### config.mk
export PLATFORM = sky130hd
export DESIGN_NAME = oswp_top
export DESIGN_NICKNAME = d
export VERILOG_FILES = /design/src/rtl/oswp_pkg.sv /design/src/rtl/oswp_top.sv /design/src/rtl/oswp_xtal_mon.sv
export SDC_FILE = /design/constraint.sdc
export NUM_CORES = 1
export LEC_CHECK = 0
export BUFFER_PORTS_ARGS = -buffer_cell sky130_fd_sc_hd__buf_2
export CORE_MARGIN = 5
export CORE_UTILIZATION = 57
export CTS_CLUSTER_SIZE = 20
export DETAILED_ROUTE_END_ITERATION = 7
export PLACE_DENSITY = 0.78
export SETUP_SLACK_MARGIN = 0.05
export SLEW_MARGIN = 30
export SYNTH_ARGS = -nofsm -noshare
export SYNTH_HDL_FRONTEND = slang
export SYNTH_SLANG_ARGS = --single-unit
### constraint.sdc
create_clock -name clk_i -period 2.65 [get_ports clk_i]
set_input_delay 0.1325 -clock clk_i [delete_from_list [all_inputs] [get_ports clk_i]]
set_output_delay 0.1325 -clock clk_i [all_outputs]
set_load 0.005 [all_outputs]
### src/rtl/oswp_pkg.sv
package oswp_pkg;

  // clock and crystal supervision timing
  localparam int CLK_PERIOD_NS = 25;
  localparam int XTAL_STOP_NS = 1000;
  localparam int XTAL_STOP_CYC = (XTAL_STOP_NS + CLK_PERIOD_NS - 1) / CLK_PERIOD_NS;
  localparam int CPU_DIV_SLOW = 8;

  // register indices, byte address is index times four
  localparam logic [5:0] IDX_CLK_MODE_A = 6'h00;
  localparam logic [5:0] IDX_CLK_MODE_B = 6'h01;
  localparam logic [5:0] IDX_OSC_STOP_DETECT_CTRL = 6'h02;
  localparam logic [5:0] IDX_ONCHIP_OSC_CTRL_A = 6'h03;
  localparam logic [5:0] IDX_ONCHIP_OSC_CTRL_B = 6'h04;
  localparam logic [5:0] IDX_ONCHIP_OSC_CTRL_C = 6'h05;
  localparam logic [5:0] IDX_PROC_MODE_A = 6'h06;
  localparam logic [5:0] IDX_PROC_MODE_B = 6'h07;
  localparam logic [5:0] IDX_PORT0_DIRECTION = 6'h08;
  localparam logic [5:0] IDX_VOLT_DETECT_CTRL = 6'h09;
  localparam logic [5:0] IDX_WRITE_PROTECT = 6'h0a;
  localparam logic [5:0] IDX_VOLT_MON_ONE_CTRL = 6'h0b;
  localparam logic [5:0] IDX_VOLT_MON_TWO_CTRL = 6'h0c;
  localparam logic [5:0] IDX_STATUS = 6'h0d;

  // field positions
  localparam int BIT_PERIPH_CLOCK_STOP_IN_WAIT = 2;
  localparam int BIT_ONCHIP_SOURCE_SELECT = 3;
  localparam int BIT_CRYSTAL_STOP = 5;
  localparam int BIT_DIV8_MODE = 6;
  localparam int BIT_STOP_REQUEST = 0;
  localparam int BIT_LOW_SPEED_OSC_OFF = 4;
  localparam int BIT_DETECT_ENABLE_LSB = 0;
  localparam int BIT_DETECT_ENABLE_MSB = 1;
  localparam int BIT_CLOCK_SELECT_STATUS = 2;
  localparam int BIT_CRYSTAL_STOPPED = 3;
  localparam int BIT_HIGH_SPEED_OSC_ENABLE = 0;
  localparam int BIT_ONCHIP_SPEED_SELECT = 1;
  localparam int BIT_CLOCK_PROTECT = 0;
  localparam int BIT_PROC_MODE_PROTECT = 1;
  localparam int BIT_PORT_DIR_PROTECT = 2;
  localparam int BIT_VOLT_MON_PROTECT = 3;
  localparam int BIT_VOLT_MON_FLAG = 2;
  localparam int BIT_WATCHDOG_EVENT = 3;

  // masks and reset values
  localparam logic [7:0] PROTECT_RW_MASK = 8'h3f;
  localparam logic [1:0] DETECT_ENABLED = 2'h3;
  localparam logic [7:0] CLK_MODE_A_RESET = 8'h40;
  localparam logic [7:0] CLK_MODE_B_RESET = 8'h00;
  localparam logic [7:0] REG8_RESET = 8'h00;
  localparam logic [31:0] DATA32_ZERO = 32'h0000_0000;

  // power control states
  typedef enum logic [2:0] {
    ST_RUN = 3'b001,
    ST_STOP = 3'b010,
    ST_RESTART = 3'b100
  } oswp_state_t;

endpackage

### src/rtl/oswp_top.sv
// Functional notes
// stop mode ends only on reset or an enabled peripheral interrupt request
// software sets wake priorities, other priorities 000b, global enable, starts peripheral
// interrupt sequence starts after request and CPU clock restart
// after interrupt wake-up CPU clock is prior system clock divided by 8
// crystal stop detection active only while enable field is 11b
// on stop: select on-chip clock, set stopped flag, start low-speed oscillator, interrupt
// detection needs crystal of at least 2 MHz, else software keeps field 00b
// oscillation stop shares one vector with watchdog and voltage monitors
// each shared-vector source has its own readable status bit
// no automatic return to crystal; software reselects it
// software keeps peripheral clock stop in wait at 0 while detecting
// software clears enable field before starting or stopping the crystal itself
// software picks fallback oscillator speed before writing 11b to enable field
// four bytes prefetched after stop request; flash rewrite off, jump, four nops
// four bytes prefetched after wait; flash rewrite off, four nops after it
// clock, detect and on-chip oscillator registers writable only with clock protect set
// processor mode needs protect bit one, voltage monitor needs protect bit three
// port direction protect clears after next write anywhere; others stay set
// protect bits b5-b4 written as 0, bits b7-b6 read as 0
// blocked protected write leaves register unchanged and gives no error
//
// Our own choice: the Wishbone slave port.
`timescale 1ns/1ps
module oswp_top
  import oswp_pkg::*;
(
  input wire logic clk_i,
  input wire logic rst_i,
  input wire logic wb_cyc_i,
  input wire logic wb_stb_i,
  input wire logic wb_we_i,
  input wire logic [7:0] wb_adr_i,
  input wire logic [3:0] wb_sel_i,
  input wire logic [31:0] wb_dat_i,
  output logic [31:0] wb_dat_o,
  output logic wb_ack_o,
  input wire logic crystal_clock_i,
  input wire logic periph_wake_req_i,
  input wire logic watchdog_event_i,
  input wire logic volt_mon_one_event_i,
  input wire logic volt_mon_two_event_i,
  output logic cpu_clk_en_o,
  output logic cpu_src_onchip_o,
  output logic stop_mode_o,
  output logic irq_seq_start_o,
  output logic shared_irq_o,
  output logic low_speed_osc_off_o,
  output logic crystal_stop_o,
  output logic periph_clock_stop_in_wait_o,
  output logic [7:0] port0_direction_o
);

  import oswp_pkg::*;

  logic [7:0] clock_mode_reg_a_r, clock_mode_reg_b_r, osc_stop_detect_ctrl_r;
  logic [7:0] onchip_osc_ctrl_a_r, onchip_osc_ctrl_b_r, onchip_osc_ctrl_c_r;
  logic [7:0] proc_mode_reg_a_r, proc_mode_reg_b_r, port0_direction_r;
  logic [7:0] volt_detect_ctrl_r, volt_mon_one_ctrl_r, volt_mon_two_ctrl_r;
  logic [7:0] register_write_protect_r;
  oswp_state_t state_r;
  logic [2:0] div_cnt_r;
  logic wake_pend_r;
  logic xtal_stop_pulse;
  logic wr_stb;
  logic [5:0] idx;
  logic [7:0] wdat;
  logic detect_on;
  logic osc_stop_hit;

  // write permission per register index
  function automatic logic wr_allowed(input logic [5:0] i, input logic [7:0] prot);
    logic ok;
    ok = 1'b1;
    case (i)
      IDX_CLK_MODE_A, IDX_CLK_MODE_B, IDX_OSC_STOP_DETECT_CTRL,
      IDX_ONCHIP_OSC_CTRL_A, IDX_ONCHIP_OSC_CTRL_B, IDX_ONCHIP_OSC_CTRL_C:
        ok = prot[BIT_CLOCK_PROTECT];
      IDX_PROC_MODE_A, IDX_PROC_MODE_B:
        ok = prot[BIT_PROC_MODE_PROTECT];
      IDX_PORT0_DIRECTION:
        ok = prot[BIT_PORT_DIR_PROTECT];
      IDX_VOLT_DETECT_CTRL, IDX_VOLT_MON_ONE_CTRL, IDX_VOLT_MON_TWO_CTRL:
        ok = prot[BIT_VOLT_MON_PROTECT];
      default:
        ok = 1'b1;
    endcase
    return ok;
  endfunction

  ////////////////////////////////////////////////////////////////////////////
  // bus decode: a write lands at the edge where ack is given
  assign idx = wb_adr_i[7:2];
  assign wdat = wb_dat_i[7:0];
  assign wr_stb = wb_cyc_i && wb_stb_i && !wb_ack_o && wb_we_i && wb_sel_i[0]
                  && wr_allowed(idx, register_write_protect_r);
  assign detect_on = (osc_stop_detect_ctrl_r[BIT_DETECT_ENABLE_MSB:BIT_DETECT_ENABLE_LSB]
                      == DETECT_ENABLED);
  assign osc_stop_hit = xtal_stop_pulse && detect_on
                        && !osc_stop_detect_ctrl_r[BIT_CLOCK_SELECT_STATUS]
                        && !clock_mode_reg_a_r[BIT_ONCHIP_SOURCE_SELECT];

  oswp_xtal_mon u_xtal_mon (
    .clk_i(clk_i),
    .rst_i(rst_i),
    .crystal_clock_i(crystal_clock_i),
    .enable_i(detect_on),
    .stopped_o(xtal_stop_pulse)
  );

  // ack one cycle after the request, dropped the cycle after
  always_ff @(posedge clk_i)
  begin
    if (rst_i)
      wb_ack_o <= 1'b0;
    else
      wb_ack_o <= wb_cyc_i && wb_stb_i && !wb_ack_o;
  end

  // read data mux, unmapped reads return zero
  always_ff @(posedge clk_i)
  begin
    if (rst_i)
      wb_dat_o <= DATA32_ZERO;
    else if (wb_cyc_i && wb_stb_i && !wb_ack_o)
    begin
      wb_dat_o <= DATA32_ZERO;
      case (idx)
        IDX_CLK_MODE_A: wb_dat_o[7:0] <= clock_mode_reg_a_r;
        IDX_CLK_MODE_B: wb_dat_o[7:0] <= clock_mode_reg_b_r;
        IDX_OSC_STOP_DETECT_CTRL: wb_dat_o[7:0] <= osc_stop_detect_ctrl_r;
        IDX_ONCHIP_OSC_CTRL_A: wb_dat_o[7:0] <= onchip_osc_ctrl_a_r;
        IDX_ONCHIP_OSC_CTRL_B: wb_dat_o[7:0] <= onchip_osc_ctrl_b_r;
        IDX_ONCHIP_OSC_CTRL_C: wb_dat_o[7:0] <= onchip_osc_ctrl_c_r;
        IDX_PROC_MODE_A: wb_dat_o[7:0] <= proc_mode_reg_a_r;
        IDX_PROC_MODE_B: wb_dat_o[7:0] <= proc_mode_reg_b_r;
        IDX_PORT0_DIRECTION: wb_dat_o[7:0] <= port0_direction_r;
        IDX_VOLT_DETECT_CTRL: wb_dat_o[7:0] <= volt_detect_ctrl_r;
        IDX_WRITE_PROTECT: wb_dat_o[7:0] <= register_write_protect_r & PROTECT_RW_MASK;
        IDX_VOLT_MON_ONE_CTRL: wb_dat_o[7:0] <= volt_mon_one_ctrl_r;
        IDX_VOLT_MON_TWO_CTRL: wb_dat_o[7:0] <= volt_mon_two_ctrl_r;
        IDX_STATUS: wb_dat_o[2:0] <= state_r;
        default: wb_dat_o <= DATA32_ZERO;
      endcase
    end
  end

  ////////////////////////////////////////////////////////////////////////////
  // protect register, port direction bit clears after next write anywhere
  always_ff @(posedge clk_i)
  begin
    if (rst_i)
      register_write_protect_r <= REG8_RESET;
    else if (wr_stb && idx == IDX_WRITE_PROTECT)
      register_write_protect_r <= wdat & PROTECT_RW_MASK;
    else if (wr_stb || (wb_cyc_i && wb_stb_i && !wb_ack_o && wb_we_i))
      register_write_protect_r[BIT_PORT_DIR_PROTECT] <= 1'b0;
  end

  // plain protected registers
  always_ff @(posedge clk_i)
  begin
    if (rst_i)
    begin
      onchip_osc_ctrl_a_r <= REG8_RESET;
      onchip_osc_ctrl_b_r <= REG8_RESET;
      onchip_osc_ctrl_c_r <= REG8_RESET;
      proc_mode_reg_a_r <= REG8_RESET;
      proc_mode_reg_b_r <= REG8_RESET;
      port0_direction_r <= REG8_RESET;
      volt_detect_ctrl_r <= REG8_RESET;
    end
    else if (wr_stb)
    begin
      case (idx)
        IDX_ONCHIP_OSC_CTRL_A: onchip_osc_ctrl_a_r <= wdat;
        IDX_ONCHIP_OSC_CTRL_B: onchip_osc_ctrl_b_r <= wdat;
        IDX_ONCHIP_OSC_CTRL_C: onchip_osc_ctrl_c_r <= wdat;
        IDX_PROC_MODE_A: proc_mode_reg_a_r <= wdat;
        IDX_PROC_MODE_B: proc_mode_reg_b_r <= wdat;
        IDX_PORT0_DIRECTION: port0_direction_r <= wdat;
        IDX_VOLT_DETECT_CTRL: volt_detect_ctrl_r <= wdat;
        default: ;
      endcase
    end
  end

  // voltage monitor controls with sticky event flags, set beats clear
  always_ff @(posedge clk_i)
  begin
    if (rst_i)
    begin
      volt_mon_one_ctrl_r <= REG8_RESET;
      volt_mon_two_ctrl_r <= REG8_RESET;
    end
    else
    begin
      if (wr_stb && idx == IDX_VOLT_MON_ONE_CTRL)
        volt_mon_one_ctrl_r <= wdat;
      if (wr_stb && idx == IDX_VOLT_MON_TWO_CTRL)
        volt_mon_two_ctrl_r <= wdat;
      if (volt_mon_one_event_i)
        volt_mon_one_ctrl_r[BIT_VOLT_MON_FLAG] <= 1'b1;
      if (volt_mon_two_event_i)
        volt_mon_two_ctrl_r[BIT_VOLT_MON_FLAG] <= 1'b1;
      if (watchdog_event_i)
        volt_mon_two_ctrl_r[BIT_WATCHDOG_EVENT] <= 1'b1;
    end
  end

  ////////////////////////////////////////////////////////////////////////////
  // detection control: fallback switch and stopped flag on crystal loss
  always_ff @(posedge clk_i)
  begin
    if (rst_i)
      osc_stop_detect_ctrl_r <= REG8_RESET;
    else
    begin
      if (wr_stb && idx == IDX_OSC_STOP_DETECT_CTRL)
        osc_stop_detect_ctrl_r <= wdat;
      if (osc_stop_hit)
      begin
        osc_stop_detect_ctrl_r[BIT_CLOCK_SELECT_STATUS] <= 1'b1;
        osc_stop_detect_ctrl_r[BIT_CRYSTAL_STOPPED] <= 1'b1;
      end
    end
  end

  // clock mode registers, stop entry and wake-up side effects
  always_ff @(posedge clk_i)
  begin
    if (rst_i)
    begin
      clock_mode_reg_a_r <= CLK_MODE_A_RESET;
      clock_mode_reg_b_r <= CLK_MODE_B_RESET;
    end
    else
    begin
      if (wr_stb && idx == IDX_CLK_MODE_A)
        clock_mode_reg_a_r <= wdat;
      if (wr_stb && idx == IDX_CLK_MODE_B)
      begin
        clock_mode_reg_b_r <= wdat;
        if (wdat[BIT_STOP_REQUEST])
          clock_mode_reg_a_r[BIT_DIV8_MODE] <= 1'b1;
      end
      if (osc_stop_hit)
        clock_mode_reg_b_r[BIT_LOW_SPEED_OSC_OFF] <= 1'b0;
      if (state_r == ST_STOP && periph_wake_req_i)
        clock_mode_reg_b_r[BIT_STOP_REQUEST] <= 1'b0;
    end
  end

  ////////////////////////////////////////////////////////////////////////////
  // power state: run, stop, clock restart before interrupt sequence
  always_ff @(posedge clk_i)
  begin
    if (rst_i)
    begin
      state_r <= ST_RUN;
      wake_pend_r <= 1'b0;
      irq_seq_start_o <= 1'b0;
    end
    else
    begin
      irq_seq_start_o <= 1'b0;
      case (state_r)
        ST_RUN:
          if (clock_mode_reg_b_r[BIT_STOP_REQUEST])
            state_r <= ST_STOP;
        ST_STOP:
          if (periph_wake_req_i)
          begin
            state_r <= ST_RESTART;
            wake_pend_r <= 1'b1;
          end
        ST_RESTART:
          if (cpu_clk_en_o)
          begin
            state_r <= ST_RUN;
            wake_pend_r <= 1'b0;
            irq_seq_start_o <= wake_pend_r;
          end
        default:
          state_r <= ST_RUN;
      endcase
    end
  end

  // cpu clock enable divider, none in stop mode
  always_ff @(posedge clk_i)
  begin
    if (rst_i)
    begin
      div_cnt_r <= 3'h0;
      cpu_clk_en_o <= 1'b0;
    end
    else if (state_r == ST_STOP)
    begin
      div_cnt_r <= 3'h0;
      cpu_clk_en_o <= 1'b0;
    end
    else if (clock_mode_reg_a_r[BIT_DIV8_MODE])
    begin
      div_cnt_r <= div_cnt_r + 3'h1;
      cpu_clk_en_o <= (div_cnt_r == 3'(CPU_DIV_SLOW - 1));
    end
    else
    begin
      div_cnt_r <= 3'h0;
      cpu_clk_en_o <= 1'b1;
    end
  end

  ////////////////////////////////////////////////////////////////////////////
  // shared vector request and registered control outputs
  always_ff @(posedge clk_i)
  begin
    if (rst_i)
    begin
      shared_irq_o <= 1'b0;
      stop_mode_o <= 1'b0;
      cpu_src_onchip_o <= 1'b0;
      low_speed_osc_off_o <= 1'b0;
      crystal_stop_o <= 1'b0;
      periph_clock_stop_in_wait_o <= 1'b0;
      port0_direction_o <= REG8_RESET;
    end
    else
    begin
      shared_irq_o <= (osc_stop_detect_ctrl_r[BIT_CRYSTAL_STOPPED] && detect_on)
                      || volt_mon_two_ctrl_r[BIT_WATCHDOG_EVENT]
                      || volt_mon_one_ctrl_r[BIT_VOLT_MON_FLAG]
                      || volt_mon_two_ctrl_r[BIT_VOLT_MON_FLAG];
      stop_mode_o <= (state_r == ST_STOP);
      cpu_src_onchip_o <= osc_stop_detect_ctrl_r[BIT_CLOCK_SELECT_STATUS]
                          || clock_mode_reg_a_r[BIT_ONCHIP_SOURCE_SELECT];
      low_speed_osc_off_o <= clock_mode_reg_b_r[BIT_LOW_SPEED_OSC_OFF];
      crystal_stop_o <= clock_mode_reg_a_r[BIT_CRYSTAL_STOP];
      periph_clock_stop_in_wait_o <= clock_mode_reg_a_r[BIT_PERIPH_CLOCK_STOP_IN_WAIT];
      port0_direction_o <= port0_direction_r;
    end
  end

endmodule

### src/rtl/oswp_xtal_mon.sv
`timescale 1ns/1ps
module oswp_xtal_mon
  import oswp_pkg::*;
(
  input wire logic clk_i,
  input wire logic rst_i,
  input wire logic crystal_clock_i,
  input wire logic enable_i,
  output logic stopped_o
);

  logic sync1_r, sync2_r, sync3_r, level_r;
  logic [7:0] quiet_cnt_r;
  logic edge_seen;

  ////////////////////////////////////////////////////////////////////////////
  // three-stage synchroniser for the crystal pin
  always_ff @(posedge clk_i)
  begin
    if (rst_i)
    begin
      sync1_r <= 1'b0;
      sync2_r <= 1'b0;
      sync3_r <= 1'b0;
    end
    else
    begin
      sync1_r <= crystal_clock_i;
      sync2_r <= sync1_r;
      sync3_r <= sync2_r;
    end
  end

  // a change counts once stages two and three agree
  always_ff @(posedge clk_i)
  begin
    if (rst_i)
      level_r <= 1'b0;
    else if (sync2_r == sync3_r)
      level_r <= sync3_r;
  end

  assign edge_seen = (sync2_r == sync3_r) && (sync3_r != level_r);

  ////////////////////////////////////////////////////////////////////////////
  // quiet-time counter, one pulse when the crystal goes silent
  always_ff @(posedge clk_i)
  begin
    if (rst_i)
    begin
      quiet_cnt_r <= 8'h00;
      stopped_o <= 1'b0;
    end
    else
    begin
      stopped_o <= 1'b0;
      if (!enable_i || edge_seen)
        quiet_cnt_r <= 8'h00;
      else if (quiet_cnt_r != 8'(XTAL_STOP_CYC))
      begin
        quiet_cnt_r <= quiet_cnt_r + 8'h01;
        stopped_o <= (quiet_cnt_r == 8'(XTAL_STOP_CYC - 1));
      end
    end
  end

endmodule

======== Word level (Yosys, flattened, before mapping) ========
Index checks and enable logic that the tools add are counted.
word-level totals
  input port bits ......................... 54
  flip-flop bits (word level) ............. 147
  output and inout bits ................... 49
cells by class
  bitwise operators ....................... 4
  mux-type cells .......................... 23
  reductions and logical operators ........ 53
  add/subtract/negate cells ............... 2
  equal/unequal tests ..................... 25
operators by type and width
  kind                                                             number
  5-bit case mux with 13 select lines                              1
  3-bit case mux with 14 select lines                              1
  6-bit by 4-bit == test with 1-bit output, second input constant  6
  6-bit by 3-bit == test with 1-bit output, second input constant  4
  1-bit logical AND                                                17
  2-bit AND reduction                                              7
  6-bit by 2-bit == test with 1-bit output, second input constant  2
  3-bit two-way mux                                                4
  2-bit nonzero test                                               6
  3-bit OR reduction                                               4
  1-bit two-way mux                                                10
  2-bit OR reduction                                               5
  3-bit case mux with 3 select lines                               1
  8-bit by 1-bit adder with 8-bit output, second input constant    1
  8-bit by 6-bit == test with 1-bit output, second input constant  1
  4-bit two-way mux                                                2
  8-bit by 6-bit != test with 1-bit output, second input constant  1
  7-bit two-way mux                                                1
  3-bit == test, second input constant                             2
  6-bit by 1-bit == test with 1-bit output, second input constant  1
  6-bit logical NOT                                                1
  1-bit logical OR                                                 6
  2-bit != test, second input constant                             3
  3-bit AND reduction                                              2
  other kinds (12)                                                 18

======== Longest topological paths before layout ========
Gate-level depths: netlist of run 1.
  word-level depth ........................ 9
  mapped depth ............................ 8
  gate-level depth less buffers ........... 6

======== By module ========
From an unflattened synthesis of run 1, not the netlist that was laid out.
second synthesis, totals
  cell total of the unflattened synthesis .. 703
  area, all modules ....................... 6,736.5 um2
by module, submodules not included
  module         cells an instance  area each (um2)  instances
  oswp_top       644                6,145.9          1
  oswp_xtal_mon  59                 590.6            1

======== Worst setup path after synthesis of run 1 ========
No wires, ideal clock.
  path type ............................... input port to flip-flop
  from .................................... input port wb_adr_i[3]
  to ...................................... register proc_mode_reg_b_r[0]
  data required time ...................... 2.577 ns
  arrival ................................. 1.912 ns
  cell stages on the path ................. 8
  buffers on the path ..................... 3
  slack ................................... 0.665 ns
  cells stage by stage .................... buf_2 or2_4 o221a_2 buf_4 or3_1 buf_2 nand4_4 mux2i_1
between the ends
  cells in the longest elaborated chain, start to end .. 5
ends and longest elaborated chain
  element                                                                 RTL line         RTL
  from (decl)                                                             oswp_top.sv:33   input wire logic [7:0] wb_adr_i,
  6-bit by 2-bit == test with 1-bit output, or another cell as far along  oswp_top.sv:75   case (i)
  6-bit OR reduction, or another cell as far along                        oswp_top.sv:75
  1-bit case mux with 4 select lines                                      oswp_top.sv:75
  1-bit logical AND                                                       oswp_top.sv:96   && wr_allowed(idx, register_write_protect_r);
  2-bit AND reduction (no line) (*)                                       n/a
  to (signal assigned)                                                    oswp_top.sv:180  IDX_PROC_MODE_B: proc_mode_reg_b_r <= wdat;
  to (decl)                                                               oswp_top.sv:58   logic [7:0] proc_mode_reg_a_r, proc_mode_reg_b_r, port0_direction_r;
Mark *: on every way between the ends. The rest lies on a longest branch, timed or not.
A chain may end at the register's enable or synchronous reset.

======== Worst setup path after layout of run 1 ========
  from .................................... register register_write_protect_r[1]
  to ...................................... register proc_mode_reg_b_r[6]
between the ends
  cells in the longest elaborated chain, start to end .. 3
ends and longest elaborated chain
  element                             RTL line         RTL
  from (decl)                         oswp_top.sv:60   logic [7:0] register_write_protect_r;
  from (signal assigned)              oswp_top.sv:155  register_write_protect_r <= wdat & PROTECT_RW_MASK;
  1-bit case mux with 4 select lines  oswp_top.sv:75
  1-bit logical AND                   oswp_top.sv:96
  2-bit AND reduction (no line)       n/a
Every way passes these cells.

==> results of run 1 <==
metrics by stage:
stage	hold WS, ps	std cells
global route	39.8	877
global placement	351	841
finish	31.8	877
detailed placement	355	841
floorplan	261	690
CTS	30.0	877
power by group:
part	internal (mW)	leakage, nW	switching (mW)	total (mW)
sequential	2.22	1.19	0.00741	2.23
combinational	0.0797	1.86	0.156	0.236
clock	1.51	0.291	0.942	2.45
total	3.81	3.33	1.11	4.91
routing by layer:
layer | share of wire, % | vias up
met5 | 0 | -
met4 | 2.1 | 0
met3 | 6.6 | 31
met2 | 48 | 202
met1 | 44 | 2528
li1 | - | 2466
area by class of cell:
class	count	area, um^2
fillers	855	3760
multi-input cells	468	3450
flip-flops and latches	147	2940
repair buffers	80	515
clock buffers	20	447
well taps	143	179
clock inverters	12	155
inverters	7	26.3
synth_stat cells (all sizes together), types with 6 or more instances:
cell and number:
a21oi 10, a22oi 11, and2 8, and3 12, buf 40, clkbuf 28, dfxtp 147, inv 7
mux2i 75, mux4 8, nand2 25, nand2b 42, nand3 12, nand3b 29, nand4 6, nor2 58
nor2b 18, nor3 12, o21ai 35, o311ai 7
registers in the layout, summed over array words and instances, names as in the netlist, 3 cells and up:
register                  count
volt_detect_ctrl_r            8
volt_mon_two_ctrl_r           8
proc_mode_reg_a_r             8
clock_mode_reg_b_r            8
volt_mon_one_ctrl_r           8
u_xtal_mon.quiet_cnt_r        8
register_write_protect_r      6
clock_mode_reg_a_r            8
onchip_osc_ctrl_b_r           8
proc_mode_reg_b_r             8
div_cnt_r                     3
onchip_osc_ctrl_a_r           8
osc_stop_detect_ctrl_r        8
port0_direction_o             8
onchip_osc_ctrl_c_r           8
wb_dat_o                      8
port0_direction_r             8
state_r                       3
repair_timing:
item                                    4_1_cts  5_1_grt
hold buffers                                  4        0
endpoints found under the hold margin         4        0
endpoints found under the setup margin        0        0
critical path, delay by kind of cell, from the launching register on:
kind             cells  cell delay, ps
AO/OA/AOI/OAI        1             580
AND/OR/NAND/NOR      3            1160
flip-flops           1             340
multiplexers         1             220
worst max-delay path by stage:
stage / endpoint / slack (ps)
after floorplan: proc_mode_reg_b_r[0]$_SDFFE_PP0P_ / 670
after global placement: onchip_osc_ctrl_a_r[7]$_SDFFE_PP0P_ / 240
after detailed placement: proc_mode_reg_b_r[7]$_SDFFE_PP0P_ / 240
after CTS: volt_detect_ctrl_r[4]$_SDFFE_PP0P_ / 220
after global routing: proc_mode_reg_b_r[1]$_SDFFE_PP0P_ / 160
final: proc_mode_reg_b_r[6]$_SDFFE_PP0P_ / 270
logic make-up (layout without fill, tap and decap cells):
family                     after synthesis  in the layout
adders and majority gates                4              4
muxes                                   88             88
other                                    1             24
AOI/OAI and AO/OA                      102            102
buffers and inverters                   75            119
and+or+nand+nor                        243            243
xor gates and xnor gates                 7              7
DFF                                    147            147
==> qor.yml, run 1 <==
via_per_inst: 5.96
synthSimpleGateAreaFrac_pct: 21.3
track_usage_pct: 24.4
first_pass_iters: 6
clock_latency_ps: 430
synth_top_family_by_area: "simple AND/OR/NAND/NOR gates"
ys_seq_area_share_pct: 44.0
path_class: "flop to flop"
detail_route.wl_per_cell_um: 19.1
synth_xor_area_share_pct: 0.917
grt_antenna_before_repair: 0
tightestPinTransition_ps: 927
diodes: 0
rows: 39
core_mm2: 0.0115
holdPathStages: 4
drv_slew: 0
fmax_mhz: 421
die_w_um: 118
fin_nets: 779
async_flop_share_pct: 0
rrSetupSlack_ps: 270
die_h_um: 118
cp-start-kind: "flop"
yosys.area.top_type: "dfxtp_1"
grt_setup_unrepaired: "no"
worst_setup_path_end_kind: "flop"
power_mw: 4.91
area_delta_synth_final_pct: 15.4
slew_headroom_pct: 37.6
hold_path_end: "register_write_protect_r[2]$_SDFFE_PP0P_"
avgSynthCellArea_um2: 10.0
setup-violations-final: 0
synth_warnings: 0
cts_buffers: 17
gp_congestion: 0.938
post_dp_cell_area_mm2: 0.00706
synth_cells: 667
clkTransAtPathRegs_ps: 60
grt_use_met2_pct: 39.2
finalSetupTns_ps: 0
grt_first_pass_wirelength_mm: 27.3
use_met3_pct: 5.11
layout_common_cells: "dfxtp_1 (147), mux2i_1 (75), nor2_1 (57)"
syn_area_mm2: 0.00668
max_cap_viol_count: 0
yosys_register_bits: 147
synth_top_area_share_pct: 44.0
cts.sinks: 147
drive_gt1_share_pct: 19.1
synthDistinctLibCells: 65
synth_area_leaders: "dfxtp_1 (44%), mux2i_1 (11%), nand2b_1 (3.9%)"
met1_usage_pct: 32.6
critical_path.max_stage_delay_ps: 610
synth-compound-area-share_pct: 12.1
p_per_area_mw_per_mm2: 637
fin_util_pct: 67.2
io_pins: 103
grt_pass1_vias: 5184
cts-root-buf: "clkbuf_16"
cts_resized: 0
reg2regPathDepth: 5
period_minus_slack_ps: 2380
dp_hpwl_mm: 11.7
drc: 0
crit_chain: "and4b_4 > a2111o_1 > or3_1 > nand4_4 > mux2i_1"
die_area_mm2: 0.0140
status: "finished, final reports clean"
ys.flop_type: "dfxtp_1"
drtIter0Drc: 507
cp_slowest_cell: "or3_1"
final_area_mm2: 0.00771
ir_worst_vdd_mv: 0.885
synthAdderAreaFrac_pct: 0.749
gr-total-overflow: 0
fin_worst_skew_ps: 7.91
hold_class: "input pin to flop"
muxShareOfSynthArea_pct: 14.8
worstPathArrival_ps: 2730
synth-edff-count: 0
ant_nets: 0
io_buffers: 49
hp-start: "wb_we_i"
period_share_pct: 89.7
clockBufferDepth: 2
critPathRequiredTime_ps: 3000
startpoint: "register_write_protect_r[1]$_SDFFE_PP0P_"
setup_ws_ps: 273
vias: 5227
grt-busiest-layer: "met2"
p_leak_nw: 3.33
drt-total-wl_mm: 16.8
cts_tree: "yes"
grt_max_degree: 82
cts_setup_buffers: 0
initial_core_util_pct: 58.3
layout_commonest_cell: "dfxtp_1"
hold_viol: 0
critPathMaxFanout: 8
dp_worst_setup_slack_ps: 244
reg2reg_from: "register_write_protect_r[1]$_SDFFE_PP0P_"
htreeDepth: 4
r2r-end: "proc_mode_reg_b_r[6]$_SDFFE_PP0P_"
Power figures use the tool's default switching activity.
==> inputs of run 2 (changes only) <==
Settings changed: CORE_ASPECT_RATIO set to 0.7.
==> run 2 against run 1 <==
Routed wire length increased by 1.9%. Fmax decreased by 1.8%. Setup slack got worse by 42 ps. Via count increased by 1.6%. Clock power decreased by 3%. Critical path type unchanged. Total power decreased by 1.4%. Non-clock buffer count unchanged. Cell count increased by 1.6%. Highest routed layer unchanged. Register-to-register slack got worse by 40 ps. Largest cell class unchanged. Flip-flop and latch count unchanged. Worst hold slack improved by 15 ps.
==> qor.yml, run 2 (synthesis gave the netlist of run 1 again) <==
rows: 33  # was 39
stdcell_count: 891  # was 877
crit_chain: "and4b_4 > a2111o_1 > buf_4 > o311ai_4 > mux2i_1 > nor2_1"  # was and4b_4 > a2111o_1 > or3_1 > nand4_4 > mux2i_1
max_cap_viol_count: 0  # unchanged
clockBufferDepth: 2  # unchanged
dp_hpwl_mm: 12.0  # was 11.7 mm
r2r-end: "osc_stop_detect_ctrl_r[5]$_SDFFE_PP0N_"  # was proc_mode_reg_b_r[6]$_SDFFE_PP0P_
finalSetupTns_ps: 0  # unchanged
worstPathArrival_ps: 2710  # was 2730 ps
holdPathStages: 3  # was 4
fillers: 893  # was 855
critical_path.max_stage_delay_ps: 590  # was 610 ps
cp-start-kind: "flop"  # unchanged
io_pins: 103  # unchanged
cts-root-buf: "clkbuf_16"  # unchanged
layout_commonest_cell: "dfxtp_1"  # unchanged
htreeDepth: 4  # unchanged
die_h_um: 101  # was 118 um
period_share_pct: 91.3  # was 89.7%
hp-start: "wb_dat_i[7]"  # was wb_we_i
slew_headroom_pct: 52.3  # was 37.6%
critPathRequiredTime_ps: 2940  # was 3000 ps
drtIter0Drc: 496  # was 507
ctsHoldBuffers: 4  # unchanged
path_class: "flop to flop"  # unchanged
status: "finished, final reports clean"  # unchanged
cts_setup_buffers: 0  # unchanged
via_per_inst: 5.96  # about the same
die_area_mm2: 0.0140  # about the same
p_per_area_mw_per_mm2: 631  # was 637 mW/mm^2
regArea_mm2: 0.00294  # unchanged
grt_pass1_vias: 5161  # was 5,184
drive_gt1_share_pct: 19.1  # unchanged
cp.buffers_inverters: 1  # was 0
vias: 5311  # was 5,227
tightestPinTransition_ps: 713  # was 927 ps
clock_latency_ps: 420  # was 430 ps
drc: 0  # unchanged
io_buffers: 49  # unchanged
setup_ws_ps: 230  # was 273 ps
diodes: 0  # unchanged
ant_nets: 0  # unchanged
fin_nets: 779  # unchanged
worst_setup_path_end_kind: "flop"  # unchanged
period_minus_slack_ps: 2420  # was 2380 ps
p_leak_nw: 3.31  # was 3.33 nW
layout_common_cells: "dfxtp_1 (147), mux2i_1 (75), nor2_1 (57)"  # unchanged
cts_tree: "yes"  # unchanged
area_delta_synth_final_pct: 14.8  # was 15.4%
reg2reg_from: "register_write_protect_r[1]$_SDFFE_PP0P_"  # unchanged
multi_input_area_mm2: 0.00344  # was 0.00345 mm^2
place_inst: 855  # was 841
fin_worst_skew_ps: 7.22  # was 7.91 ps
cts_buffers: 17  # unchanged
core_mm2: 0.0116  # was 0.0115 mm^2
grt_max_degree: 60  # was 82
cp_slowest_cell: "o311ai_4"  # was or3_1
grt_antenna_before_repair: 0  # unchanged
reg2regPathDepth: 6  # was 5
critPathMaxFanout: 8  # unchanged
die_w_um: 139  # was 118 um
hold_class: "input pin to flop"  # unchanged
ir_worst_vdd_mv: 0.627  # was 0.885 mV
grt_first_pass_wirelength_mm: 27.1  # was 27.3 mm
gp_congestion: 0.930  # was 0.938
drt-total-wl_mm: 17.1  # was 16.8 mm
critPathTopFamily: "compound AO/OA/AOI/OAI gates"  # was simple AND/OR/NAND/NOR gates
hold_path_end: "volt_mon_two_ctrl_r[7]$_SDFFE_PP0P_"  # was register_write_protect_r[2]$_SDFFE_PP0P_
first_pass_iters: 6  # unchanged
clkTransAtPathRegs_ps: 60  # about the same
fmax_mhz: 413  # was 421 MHz
gr-total-overflow: 0  # unchanged
track_usage_pct: 24.5  # was 24.4%
drv_slew: 0  # unchanged
cts.sinks: 147  # unchanged
dp_worst_setup_slack_ps: 240  # was 244 ps
setup-violations-final: 0  # unchanged
grt_setup_unrepaired: "no"  # unchanged
cts_resized: 0  # unchanged
initial_core_util_pct: 57.6  # was 58.3%
detail_route.wl_per_cell_um: 19.2  # was 19.1 um
hold_viol: 0  # unchanged
timing.hold.ws_ps: 47.2  # was 31.8 ps
rrSetupSlack_ps: 230  # was 270 ps
==> run 2: cell types whose count changed in the layout (fill, tap and decap cells not counted), sizes merged <==
cell / change
inv: +3
bufinv: -1
clkbuf: -1
clkinv: -3
clkinvlp: +2
==> run 2: cell type report <==
cell class | count | share of cell area (%)
Multi-Input combinational cell | 468 | 44.8
Sequential cell | 147 | 38.4
Timing Repair Buffer | 80 | 6.39
Clock buffer | 19 | 5.64
Tap cell | 157 | 2.56
Clock inverter | 13 | 1.92
Inverter | 7 | 0.342
==> run 2: how the worst max path moves through the flow <==
stage | startpoint | end | slack (ps) | cells past startpoint
after floorplan | wb_adr_i[3] | proc_mode_reg_b_r[0]$_SDFFE_PP0P_ | 670 | 8
after global placement | wb_adr_i[3] | volt_detect_ctrl_r[7]$_SDFFE_PP0P_ | 250 | 7
after detailed placement | wb_adr_i[3] | volt_detect_ctrl_r[7]$_SDFFE_PP0P_ | 240 | 7
after CTS | register_write_protect_r[1]$_SDFFE_PP0P_ | osc_stop_detect_ctrl_r[5]$_SDFFE_PP0N_ | 290 | 6
after global routing | register_write_protect_r[1]$_SDFFE_PP0P_ | osc_stop_detect_ctrl_r[6]$_SDFFE_PP0N_ | 180 | 6
final | register_write_protect_r[1]$_SDFFE_PP0P_ | osc_stop_detect_ctrl_r[5]$_SDFFE_PP0N_ | 230 | 6
==> run 2: report_power, final <==
part           switching, mW  internal, mW  leakage, nW
sequential           0.00686          2.22         1.19
clock                  0.979          1.40        0.271
combinational          0.156        0.0803         1.85
total                   1.14          3.70         3.31
==> run 2: routing by layer <==
layer / up-vias / GRT usage (%) / routed length (um)
met1: 2574 / 34.0 / 7850
met4: 0 / 8.35 / 278
li1: 2467 / - / -
met5: - / 0 / 0
met3: 28 / 6.64 / 1450
met2: 242 / 37.2 / 7530
==> run 2: through the flow <==
step | utilization [%] | cell area, um^2 | power (mW)
6_report | 66.1 | 7670 | 4.84
5_1_grt | 66.1 | 7670 | 4.98
4_1_cts | 66.0 | 7660 | 4.86
3_5_place_dp | 60.7 | 7040 | 2.50
3_3_place_gp | 60.7 | 7040 | 2.50
2_1_floorplan | - | 6770 | 2.45
==> run 2: worst reg2reg max path: stages, from the launching register on <==
cell and delay [ps]:
dfxtp_1 330, and4b_4 220, a2111o_1 560, buf_4 240
o311ai_4 600, mux2i_1 280, nor2_1 70
